==> src/rtl/ssw_pkg.sv <==
/*
 * Shared constants and carrier types for the switch status response
 * word block: register offsets, field positions, reset values and the
 * packed layout of the 16-bit serial response.
 * Assumes a 32-bit APB register bus and a byte-addressed map.
 */
package ssw_pkg;

   // ***********************************************************
   // register map (byte offsets)
   // ***********************************************************
   localparam logic [7:0] ADDR_MODE   = 8'h00; // operating mode code
   localparam logic [7:0] ADDR_ENABLE = 8'h04; // input enables
   localparam logic [7:0] ADDR_METAL  = 8'h08; // wetting pulse select
   localparam logic [7:0] ADDR_STATUS = 8'h0C; // sticky events
   localparam logic [7:0] ADDR_MASK   = 8'h10; // event mask
   localparam logic [7:0] ADDR_CMD    = 8'h14; // last serial command
   localparam logic [7:0] ADDR_RESP   = 8'h18; // last response word

   // ***********************************************************
   // operating mode codes
   // ***********************************************************
   localparam logic [1:0] MODE_SLEEP  = 2'h0; // reset / sleep
   localparam logic [1:0] MODE_NORMAL = 2'h1; // normal
   localparam logic [1:0] MODE_POLL   = 2'h2; // polling
   localparam logic [1:0] MODE_TIMER  = 2'h3; // polling + int timer

   // ***********************************************************
   // widths, field positions and reset values
   // ***********************************************************
   localparam int          SW_W       = 12;     // switch inputs
   localparam int          RESP_W     = 16;     // response bits
   localparam int          ST_W       = 3;      // status bits
   localparam int          ST_FRAME   = 0;      // frame ended
   localparam int          ST_CMD     = 1;      // command received
   localparam int          ST_INTR    = 2;      // interrupt raised
   localparam logic [4:0]  BIT_LAST   = 5'h0F;  // last bit index
   localparam logic [11:0] ENABLE_RST = 12'h000; // all tri-state
   localparam logic [11:0] METAL_RST  = 12'h000; // non-metallic
   localparam logic [2:0]  MASK_RST   = 3'h0;   // all masked

   // ***********************************************************
   // carriers
   // ***********************************************************
   typedef struct packed {
      logic [5:0] gnd;  // ground switch flags, msb = input 11
      logic [3:0] prog; // programmable switch flags
      logic [1:0] bat;  // battery switch flags
   } ssw_flags_type;

   typedef struct packed {
      logic [1:0]    mode;  // response bits 16:15
      logic          role;  // response bit 14
      logic          intr;  // response bit 13
      ssw_flags_type flags; // response bits 12:1
   } ssw_resp_type;

endpackage

==> src/rtl/ssw_sync2.sv <==
/*
 * Two flip-flop synchroniser for a bus of independent levels.
 * Assumes each bit is a slow level or a clock far slower than clk;
 * bits are not coherent with one another.
 */
`timescale 1ns/100ps
module ssw_sync2 #(
   parameter int W = 16
) (
   input  wire logic         clk,
   input  wire logic         rst_n,
   input  wire logic [W-1:0] d,
   output logic      [W-1:0] q
);

   logic [W-1:0] meta_q; // first stage, read only by second stage
   logic [W-1:0] meta_d;
   logic [W-1:0] q_d;

   // ***********************************************************
   // next values
   // ***********************************************************
   always_comb begin
      meta_d = d;
      q_d    = meta_q;
   end

   // register both stages
   always_ff @(posedge clk or negedge rst_n) begin
      if (!rst_n) begin
         meta_q <= '0;
         q      <= '0;
      end else begin
         meta_q <= meta_d;
         q      <= q_d;
      end
   end

endmodule

==> src/rtl/ssw_resp_top.sv <==
/*
 * Switch monitor status response block: builds and shifts out the
 * 16-bit status word, drives the active-low interrupt pin and the
 * per-input current enables, and exposes control over APB.
 * Assumes serial pins and switch inputs are asynchronous to pclk and
 * that the serial clock is far slower than pclk (mode 0 framing).
 */
// Implementation choices: the APB register port and the register addresses.
`timescale 1ns/100ps

// Overview of operation
// [RULE1] role flag mirrors strap pin level; the code sends 0 in sleep mode instead
// [RULE2] role flag 0 slave, 1 master
// [RULE3] interrupt flag equals inverse of interrupt pin
// [RULE4] bit 13 meaning depends on mode code
// [RULE5] twelve switch flags, 1 means closed
// [RULE6] inputs latched at chip select fall
// [RULE7] tri-stated inputs get no currents
// [RULE8] disabled inputs always report zero
// [RULE9] mode code in top two bits
// [RULE10] host ignores word during sleep exit
// [RULE11] word shifted msb first while selected
module ssw_resp_top (
   input  wire logic        pclk,
   input  wire logic        presetn,
   input  wire logic [7:0]  paddr,
   input  wire logic        psel,
   input  wire logic        penable,
   input  wire logic        pwrite,
   input  wire logic [31:0] pwdata,
   output logic      [31:0] prdata,
   output logic             pready,
   output logic             pslverr,
   output logic             irq,
   input  wire logic        spi_sclk,
   input  wire logic        spi_cs_n,
   input  wire logic        spi_si,
   output logic             spi_so,
   output logic             spi_so_oe,
   input  wire logic        role_strap_flag,
   input  wire logic [11:0] switch_in,
   output logic             int_n,
   output logic      [11:0] wetting_en,
   output logic      [11:0] sustain_en
);

   // ***********************************************************
   // pin synchronisation
   // ***********************************************************
   logic [15:0]           sync_q;     // synchronised pins
   logic                  role_s;     // strap level
   ssw_pkg::ssw_flags_type sw_s;      // switch closed levels
   logic                  sclk_s;     // serial clock
   logic                  cs_n_s;     // chip select
   logic                  si_s;       // serial in

   ssw_sync2 #(.W(16)) u_sync (
      .clk   (pclk),
      .rst_n (presetn),
      .d     ({role_strap_flag, switch_in, spi_sclk, ~spi_cs_n,
               spi_si}),
      .q     (sync_q)
   );

   assign role_s = sync_q[15];
   assign sw_s   = sync_q[14:3];
   assign sclk_s = sync_q[2];
   assign cs_n_s = ~sync_q[1]; // stored inverted: reset reads as idle
   assign si_s   = sync_q[0];

   // ***********************************************************
   // edge detection
   // ***********************************************************
   logic sclk_prev_q, sclk_prev_d; // sclk one cycle back
   logic cs_prev_q, cs_prev_d;     // cs_n one cycle back
   logic cs_fall, cs_rise;         // frame start / end
   logic sclk_rise, sclk_fall;     // bit edges inside a frame

   // delayed copies of the synchronised levels
   always_comb begin
      sclk_prev_d = sclk_s;
      cs_prev_d   = cs_n_s;
   end

   always_ff @(posedge pclk or negedge presetn) begin
      if (!presetn) begin
         sclk_prev_q <= 1'b0;
         cs_prev_q   <= 1'b1;
      end else begin
         sclk_prev_q <= sclk_prev_d;
         cs_prev_q   <= cs_prev_d;
      end
   end

   assign cs_fall   = cs_prev_q & ~cs_n_s;
   assign cs_rise   = ~cs_prev_q & cs_n_s;
   assign sclk_rise = ~cs_n_s & ~sclk_prev_q & sclk_s;
   assign sclk_fall = ~cs_n_s & sclk_prev_q & ~sclk_s;

   // ***********************************************************
   // control registers (declared early, used by the serial side)
   // ***********************************************************
   logic [1:0]            mode_q, mode_d;     // operating mode
   logic [11:0]           enable_q, enable_d; // 1 = input enabled
   logic [11:0]           metal_q, metal_d;   // 1 = wetting pulse
   logic [2:0]            mask_q, mask_d;     // event mask
   logic [2:0]            status_q, status_d; // sticky events

   // ***********************************************************
   // serial response and interrupt pin
   // ***********************************************************
   logic [15:0]           shift_q, shift_d;   // outgoing word
   logic                  so_q, so_d;         // serial out bit
   logic                  so_oe_q, so_oe_d;   // serial out drive
   logic [15:0]           rx_q, rx_d;         // incoming bits
   logic [4:0]            cnt_q, cnt_d;       // bits received
   logic [15:0]           cmd_q, cmd_d;       // last full command
   logic [15:0]           word_q, word_d;     // last response
   ssw_pkg::ssw_flags_type snap_q, snap_d;    // latched flags
   logic                  int_n_q, int_n_d;   // interrupt pin
   ssw_pkg::ssw_flags_type live;              // gated inputs
   ssw_pkg::ssw_resp_type resp;               // word being built
   logic                  intr_set;           // new interrupt cause
   logic                  ev_frame, ev_cmd, ev_intr; // events

   // disabled inputs read as open whatever the pin shows
   assign live = sw_s & enable_q; // RULE8 RULE5

   // next state of the serial side
   always_comb begin
      shift_d  = shift_q;
      so_d     = so_q;
      so_oe_d  = so_oe_q;
      rx_d     = rx_q;
      cnt_d    = cnt_q;
      cmd_d    = cmd_q;
      word_d   = word_q;
      snap_d   = snap_q;
      int_n_d  = int_n_q;
      ev_frame = 1'b0;
      ev_cmd   = 1'b0;
      resp     = '0;
      // assemble the word from the current state
      resp.mode = mode_q; // RULE9
      if (mode_q != ssw_pkg::MODE_SLEEP) begin
         resp.role  = role_s; // RULE1 RULE2
         resp.flags = live; // RULE6
         // bit 13 only carries meaning in normal and timer modes
         if (mode_q != ssw_pkg::MODE_POLL) begin
            resp.intr = ~int_n_q; // RULE3 RULE4
         end
      end
      if (cs_fall) begin
         // latch inputs and present the msb at once
         shift_d = resp; // RULE6
         snap_d  = resp.flags;
         word_d  = resp;
         so_d    = resp.mode[1]; // RULE11
         so_oe_d = 1'b1;
         cnt_d   = 5'h00;
      end else if (sclk_fall) begin
         // next bit out, msb first
         shift_d = {shift_q[14:0], 1'b0}; // RULE11
         so_d    = shift_q[14];
      end else if (sclk_rise) begin
         // collect the command bit by bit
         rx_d = {rx_q[14:0], si_s};
         if (cnt_q == ssw_pkg::BIT_LAST) begin
            cmd_d  = {rx_q[14:0], si_s};
            ev_cmd = 1'b1;
            cnt_d  = 5'h00;
         end else begin
            cnt_d = cnt_q + 5'h01;
         end
      end
      if (cs_rise) begin
         // frame end: release the line, host has seen the flag
         so_oe_d  = 1'b0;
         so_d     = 1'b0;
         ev_frame = 1'b1;
         int_n_d  = 1'b1;
      end
      // a new cause wins over the clear at frame end
      if (intr_set) begin
         int_n_d = 1'b0; // RULE3
      end
   end

   // a switch change outside a frame in an interrupt mode
   assign intr_set = cs_n_s & (live != snap_q) &
                     ((mode_q == ssw_pkg::MODE_NORMAL) |
                      (mode_q == ssw_pkg::MODE_TIMER));
   assign ev_intr  = intr_set & int_n_q;

   // register the serial side
   always_ff @(posedge pclk or negedge presetn) begin
      if (!presetn) begin
         shift_q <= '0;
         so_q    <= 1'b0;
         so_oe_q <= 1'b0;
         rx_q    <= '0;
         cnt_q   <= '0;
         cmd_q   <= '0;
         word_q  <= '0;
         snap_q  <= '0;
         int_n_q <= 1'b1;
      end else begin
         shift_q <= shift_d;
         so_q    <= so_d;
         so_oe_q <= so_oe_d;
         rx_q    <= rx_d;
         cnt_q   <= cnt_d;
         cmd_q   <= cmd_d;
         word_q  <= word_d;
         snap_q  <= snap_d;
         int_n_q <= int_n_d;
      end
   end

   assign spi_so    = so_q;
   assign spi_so_oe = so_oe_q;
   assign int_n     = int_n_q;

   // ***********************************************************
   // apb slave, current enables and interrupt
   // ***********************************************************
   logic [31:0] prdata_q, prdata_d;   // read data
   logic        pready_q, pready_d;   // access phase ready
   logic        pslverr_q, pslverr_d; // unmapped address
   logic        irq_q, irq_d;         // level interrupt
   logic [11:0] wet_q, wet_d;         // wetting enables
   logic [11:0] sus_q, sus_d;         // sustain enables
   logic        setup, access;        // apb phases
   logic        rd_clear;             // status read completes

   assign setup    = psel & ~penable;
   assign access   = psel & penable & pready_q;
   assign rd_clear = access & ~pwrite & ~pslverr_q &
                     (paddr == ssw_pkg::ADDR_STATUS);

   // next values of the bus side
   always_comb begin
      prdata_d  = prdata_q;
      pready_d  = setup;
      pslverr_d = 1'b0;
      mode_d    = mode_q;
      enable_d  = enable_q;
      metal_d   = metal_q;
      mask_d    = mask_q;
      if (setup) begin
         // decode in setup, answer in the first access cycle
         prdata_d = '0;
         unique case (paddr)
            ssw_pkg::ADDR_MODE:   prdata_d[1:0]  = mode_q;
            ssw_pkg::ADDR_ENABLE: prdata_d[11:0] = enable_q;
            ssw_pkg::ADDR_METAL:  prdata_d[11:0] = metal_q;
            ssw_pkg::ADDR_STATUS: prdata_d[2:0]  = status_q;
            ssw_pkg::ADDR_MASK:   prdata_d[2:0]  = mask_q;
            ssw_pkg::ADDR_CMD:    prdata_d[15:0] = cmd_q;
            ssw_pkg::ADDR_RESP:   prdata_d[15:0] = word_q;
            default:              pslverr_d      = 1'b1;
         endcase
      end
      if (access & pwrite & ~pslverr_q) begin
         // writes take effect at the completing edge only
         unique case (paddr)
            ssw_pkg::ADDR_MODE:   mode_d   = pwdata[1:0];
            ssw_pkg::ADDR_ENABLE: enable_d = pwdata[11:0];
            ssw_pkg::ADDR_METAL:  metal_d  = pwdata[11:0];
            ssw_pkg::ADDR_MASK:   mask_d   = pwdata[2:0];
            default:              mask_d   = mask_q;
         endcase
      end
      // read clears only the bits it reported, fresh events survive
      status_d = rd_clear ? (status_q & ~prdata_q[2:0]) : status_q;
      status_d[ssw_pkg::ST_FRAME] = status_d[ssw_pkg::ST_FRAME] |
                                    ev_frame;
      status_d[ssw_pkg::ST_CMD]   = status_d[ssw_pkg::ST_CMD] | ev_cmd;
      status_d[ssw_pkg::ST_INTR]  = status_d[ssw_pkg::ST_INTR] |
                                    ev_intr;
      irq_d = |(status_d & mask_d);
      // no current at all into a tri-stated input, none in sleep
      sus_d = (mode_q == ssw_pkg::MODE_SLEEP) ? 12'h000 :
              enable_q; // RULE7
      wet_d = sus_d & metal_q; // RULE7
   end

   // register the bus side
   always_ff @(posedge pclk or negedge presetn) begin
      if (!presetn) begin
         prdata_q  <= '0;
         pready_q  <= 1'b0;
         pslverr_q <= 1'b0;
         mode_q    <= ssw_pkg::MODE_SLEEP;
         enable_q  <= ssw_pkg::ENABLE_RST;
         metal_q   <= ssw_pkg::METAL_RST;
         mask_q    <= ssw_pkg::MASK_RST;
         status_q  <= '0;
         irq_q     <= 1'b0;
         wet_q     <= '0;
         sus_q     <= '0;
      end else begin
         prdata_q  <= prdata_d;
         pready_q  <= pready_d;
         pslverr_q <= pslverr_d;
         mode_q    <= mode_d;
         enable_q  <= enable_d;
         metal_q   <= metal_d;
         mask_q    <= mask_d;
         status_q  <= status_d;
         irq_q     <= irq_d;
         wet_q     <= wet_d;
         sus_q     <= sus_d;
      end
   end

   assign prdata     = prdata_q;
   assign pready     = pready_q;
   assign pslverr    = pslverr_q;
   assign irq        = irq_q;
   assign wetting_en = wet_q;
   assign sustain_en = sus_q;

endmodule

==> config.mk <==
export PLATFORM = sky130hd
export DESIGN_NAME = ssw_resp_top
export DESIGN_NICKNAME = d
export VERILOG_FILES = /design/src/rtl/ssw_pkg.sv /design/src/rtl/ssw_sync2.sv /design/src/rtl/ssw_resp_top.sv
export SDC_FILE = /design/constraint.sdc
export NUM_CORES = 1
export LEC_CHECK = 0
export ABC_AREA = 0
export BUFFER_PORTS_ARGS = -buffer_cell sky130_fd_sc_hd__buf_4
export CAP_MARGIN = 10
export CORE_MARGIN = 5
export CORE_UTILIZATION = 50
export CTS_CLUSTER_SIZE = 20
export DETAILED_ROUTE_END_ITERATION = 8
export HOLD_SLACK_MARGIN = 0.03
export PLACE_DENSITY = 0.71
export SYNTH_ARGS = -nofsm -noshare
export SYNTH_HDL_FRONTEND = slang
export SYNTH_SLANG_ARGS = --single-unit
==> constraint.sdc <==
create_clock -name pclk -period 6 [get_ports pclk]
set_clock_uncertainty 0.15 [all_clocks]
set_input_delay 0.9 -clock pclk [delete_from_list [all_inputs] [get_ports pclk]]
set_output_delay 0.9 -clock pclk [all_outputs]
set_load 0.1 [all_outputs]
**Word level (Yosys, flattened, before mapping)**

Cells that the tools add are included.

- Bitwise operators: 37
- Reductions and logical operators: 16
- Eq/ne operators: 12
- $add $sub $neg: 1
- Mux-type cells: 30

Operator list:

| operator | number |
|---|---|
| case mux 9 bit (4 select lines) | 1 |
| 2-to-1 mux 15 bit | 2 |
| AND 12 bit | 2 |
| == test 8 x 5 -> 1 bit (second input constant) | 3 |
| 2-to-1 mux 5 bit | 4 |
| AND 1 bit | 17 |
| == test 8 x 4 -> 1 bit (second input constant) | 2 |
| 2-to-1 mux 1 bit | 15 |
| 2-to-1 mux 14 bit | 1 |
| case mux 2 bit (7 select lines) | 1 |
| 2-to-1 mux 12 bit | 1 |
| inequality test 12 bit | 1 |
| NOT 1 bit | 11 |
| nonzero test 2 bit | 5 |
| 2-to-1 mux 3 bit | 3 |
| == test 8 x 3 -> 1 bit (second input constant) | 1 |
| logical NOT 8 bit | 1 |
| case mux 4 bit (2 select lines) | 1 |
| AND reduction 2 bit | 4 |
| OR reduction 7 bit | 1 |
| AND 3 bit | 2 |
| case mux 1 bit (6 select lines) | 1 |
| adder 5 x 1 -> 5 bit (second input constant) | 1 |
| == test 5 x 4 -> 1 bit (second input constant) | 1 |
| other kinds (10) | 14 |

- Bits in registers: 191
- Word-level logic and storage cells: 122
- Bits of input ports: 61
- Output and inout port bits: 62

**Depth between registers and ports, before layout**

- Depth in word-level cells: 9
- Mapped depth: 7
- Gate-level depth less buffers: 5

**Cells and area by module**

From an unflattened synthesis, not the netlist that was laid out.

- Cells, all modules: 571
- Area total of the unflattened synthesis: 7228.2 um^2

By module, submodules not included:

| module | instances | seq. area each (um^2) | cells an instance | area an instance (um^2) |
|---|---|---|---|---|
| ssw_resp_top | 1 | 3681.0 | 539 | 6427.4 |
| ssw_sync2 | 1 | 800.8 | 32 | 800.8 |

**Worst setup path before layout**

No wires, ideal clock.

- Kind: input to register
- Start: input paddr[0]
- End: register metal_q[10]
- Data required time: 5.725 ns
- Path buffers: 1
- Setup time: 0.125 ns
- Arrival time: 2.684 ns
- Setup slack: 3.041 ns
- Cell stages on the path: 5
- Path through: or4_4 > nor4_1 > and2_1 > buf_6 > mux2_2

- Cells in the longest elaborated chain, start to end: 2

Ends and longest elaborated chain:

| what | RTL line | source |
|---|---|---|
| start: declaration | ssw_resp_top.sv:26 | `input wire logic [7:0] paddr,` |
| == test 8 x 4 -> 1 bit | ssw_resp_top.sv:266 | `unique case (paddr)` |
| AND reduction 2 bit (no source line) | n/a |  |
| end signal: assignment | ssw_resp_top.sv:296 | `metal_q <= ssw_pkg::METAL_RST;` |
| end signal: assignment | ssw_resp_top.sv:308 | `metal_q <= metal_d;` |
| end: declaration | ssw_resp_top.sv:105 | `logic [11:0] metal_q, metal_d;` |

No other way between the ends.
A chain may end at the register's enable or synchronous reset.

**Worst setup path in the final report**

- Start: input paddr[0]
- End: register metal_q[5]

The elaborated chain is that of the path after synthesis.

==> metrics.md <==
| Metric | Value |
|---|---|
| Status | `completed` |
| Post-route setup slack | `2660 ps` |
| WP depth | `5` |
| Slowest CP cell | `nor4_1` |
| Final hold slack | `196 ps` |
| Leakage | `4.24 nW` |
| CTS H-tree depth | `4` |
| Vias in the first global route | `4,792` |
| Slew @ Worst Pin | `1200 ps` |
| Post-synthesis adder-cell area fraction | `0.00520` |
| Seq/Total Area, Yosys | `0.621` |
| PortBufs | `86` |
| Die H | `130 um` |
| DIE AREA | `16,900 um2` |
| Max-Cap Viols | `0` |
| Count leader, synth | `dfrtp_1` |
| Synthesized area | `7220 um2` |
| Hold WC Path Type | `reg -> reg` |
| Clock Path Buffers | `2` |
| Area grow syn2layout | `19.1%` |
| Sink Count | `179` |
| First-pass iteration count of the detailed router | `7` |
| CTS resizes | `0` |
| Average wire per standard cell | `18.3 um` |
| Initial antenna violation count | `0` |
| Reg2reg path depth | `4` |
| Synth cell types | `53` |
| Die X | `130 um` |
| Worst EP arrival | `3500 ps` |
| Top post-synthesis cells by area | `dfrtp_1, mux2_2, o21ai_0` |
| Cts hold-fix bufs | `0` |
| Pin count of the biggest net entering global routing | `112` |
| Peak Freq | `0.299 GHz` |
| Post-synth EDFFs | `0` |
| Synth Instances | `576` |
| GR Overflow Total | `0` |
| Async S/R FF share, synth | `1.00` |
| DRT iter0 DRCs | `391` |
| Compound-Gate Fraction of Synth Area | `0.0839` |
| CP Class | `in -> reg` |
| WP data required | `6160 ps` |
| TritonCTS buffer count | `17` |
| Core footprint | `14,400 um2` |
| Crit start category | `input pin` |
| Placement Setup Slack | `2240 ps` |
| TNS Setup | `0 ps` |
| Maximum vdd ir drop | `0.161 mV` |
| First-pass GRT wire length | `25.3 mm` |
| Post-DP HPWL | `10.9 mm` |
| Yosys top cell by area | `dfrtp_1` |
| Main combinational cell family by area after synthesis | `multiplexers` |
| Starting Density | `0.502` |
| CP Max Fanout | `12` |
| Post-synthesis mux area share | `0.118` |
| DRC | `0` |
| CTS tree | `done` |
| Hold Path Stages | `0` |
| Tcrit/Tclk final | `0.557` |
| Routed WL | `15.7 mm` |
| # IOs | `123` |
| Worst-path cell chain | `buf_4, or4_4, nor4_1, and2_1, mux2_2` |
| Clock Latency Late Sink | `430 ps` |
| Clk slew on worst S/H paths | `60 ps` |
| CP endpoint kind | `register` |
| Minimum clock period | `3340 ps` |
| Worst Path Buf+Inv | `1` |
| Vias | `4,682` |
| Primary FF master, synth | `dfrtp_1` |
| Nets | `723` |
| Root buffer cell | `clkbuf_16` |
| Pwr Density | `306 nW/um2` |
| Worst slew margin | `0.198` |
| Postcts setup bufs | `0` |
| Synth Area in Simple Gates | `0.107` |
| Via density | `5.47` |
| Final Hold Vio Count | `0` |
| RSZ-0062 raised after global routing | `false` |
| #FFs+latches synth | `179` |
| Max stage delay on crit path | `830 ps` |
| Layout cell share with drive strength beyond 1 | `0.289` |
| Synth cell count leaders | `dfrtp_1, mux2_2, o21ai_0` |
| Placer Congestion | `0.836` |
| Mean cell area of the mapped netlist | `12.5 um2` |
| GRT Total Usage | `0.199` |
| Ant diodes | `0` |
| Site Rows | `44` |
| Crit path max-delay family | `simple AND/OR/NAND/NOR gates` |
| Detail Route Antenna Nets | `0` |
| Setup violators final | `0` |
| Xor and xnor area share after synthesis | `0.0182` |
| Final Max Slew Viols | `0` |
| Yosys warning total | `0` |
| Top cell type's share of synthesized area | `0.614` |
sequential cells by signal (all words and copies together) (netlist names), 12 cells and up:
signal	count
shift_q	15
rx_q	15
prdata	16
wetting_en	12
metal_q	12
sustain_en	12
word_q	16
u_sync.q	16
enable_q	12
u_sync.meta_q	16
cmd_q	16
layout make-up:
cell class              count  area (um2)
clock buffers              25         495
clock inverters             7         143
fillers                  1111        5770
inverters                  23        86.3
multi-input cells         346        2470
flip-flops and latches    179        4480
well taps                 184         230
repair buffers             92         694
stage by stage:
step | utilization | instances | cell area, um2 | power, mW
final | 0.598 | 856 | 8600 | 2.63
after floorplan | - | 591 | 7270 | 1.41
after CTS | 0.598 | 856 | 8600 | 2.65
after global placement | 0.554 | 824 | 7960 | 1.46
after detailed placement | 0.554 | 824 | 7960 | 1.47
after global routing | 0.598 | 856 | 8600 | 2.72
cells by family (layout without fill, tap and decap cells):
group / after synthesis / count (layout)
AO/OA/AOI/OAI: 95 / 95
AND/OR/NAND/NOR: 140 / 140
buffers and inverters: 66 / 147
other: 1 / 16
adder cells (fa/ha/maj): 3 / 3
XOR/XNOR: 15 / 15
multiplexers: 77 / 77
flip-flops: 179 / 179
final timing paths:
check,end,start,slack [ps]
worst max-delay path,metal_q[5],paddr[0],2660
min in group asynchronous,u_sync.meta_q[11],presetn,470
max in group asynchronous,cnt_q[2],presetn,3790
worst min register to register,u_sync.q[1],u_sync.meta_q[1],200
worst min-delay path,u_sync.q[1],u_sync.meta_q[1],200
worst max register to register,metal_q[5],pslverr,3140
worst reg2reg max path: stages (launching register included):
cell and delay, ps:
dfrtp_1 370, nand4b_1 280, nor4_1 820, and2_1 700
mux2_2 420
placed cells by master (no fill, tap or decap), types with 16 or more instances in the layout:
cell type	n
dfrtp_1	177
buf_4	91
mux2_2	57
o21ai_0	51
nand2_1	40
inv_1	23
mux2i_1	19
clkbuf_16	17
nand4_1	16
conb_1	16
layer usage:
metal  part of all wire  GRT usage
met5                  0          0
met3              0.073     0.0589
met1               0.45      0.276
met4              0.024     0.0844
met2               0.45      0.293
power by group:
part / internal (mW) / total (mW) / switching, mW
registers: 1.24 / 1.27 / 0.0241
logic: 0.0494 / 0.177 / 0.128
clock network: 0.744 / 1.18 / 0.439
No activity file was read; power rests on OpenSTA's default activity.
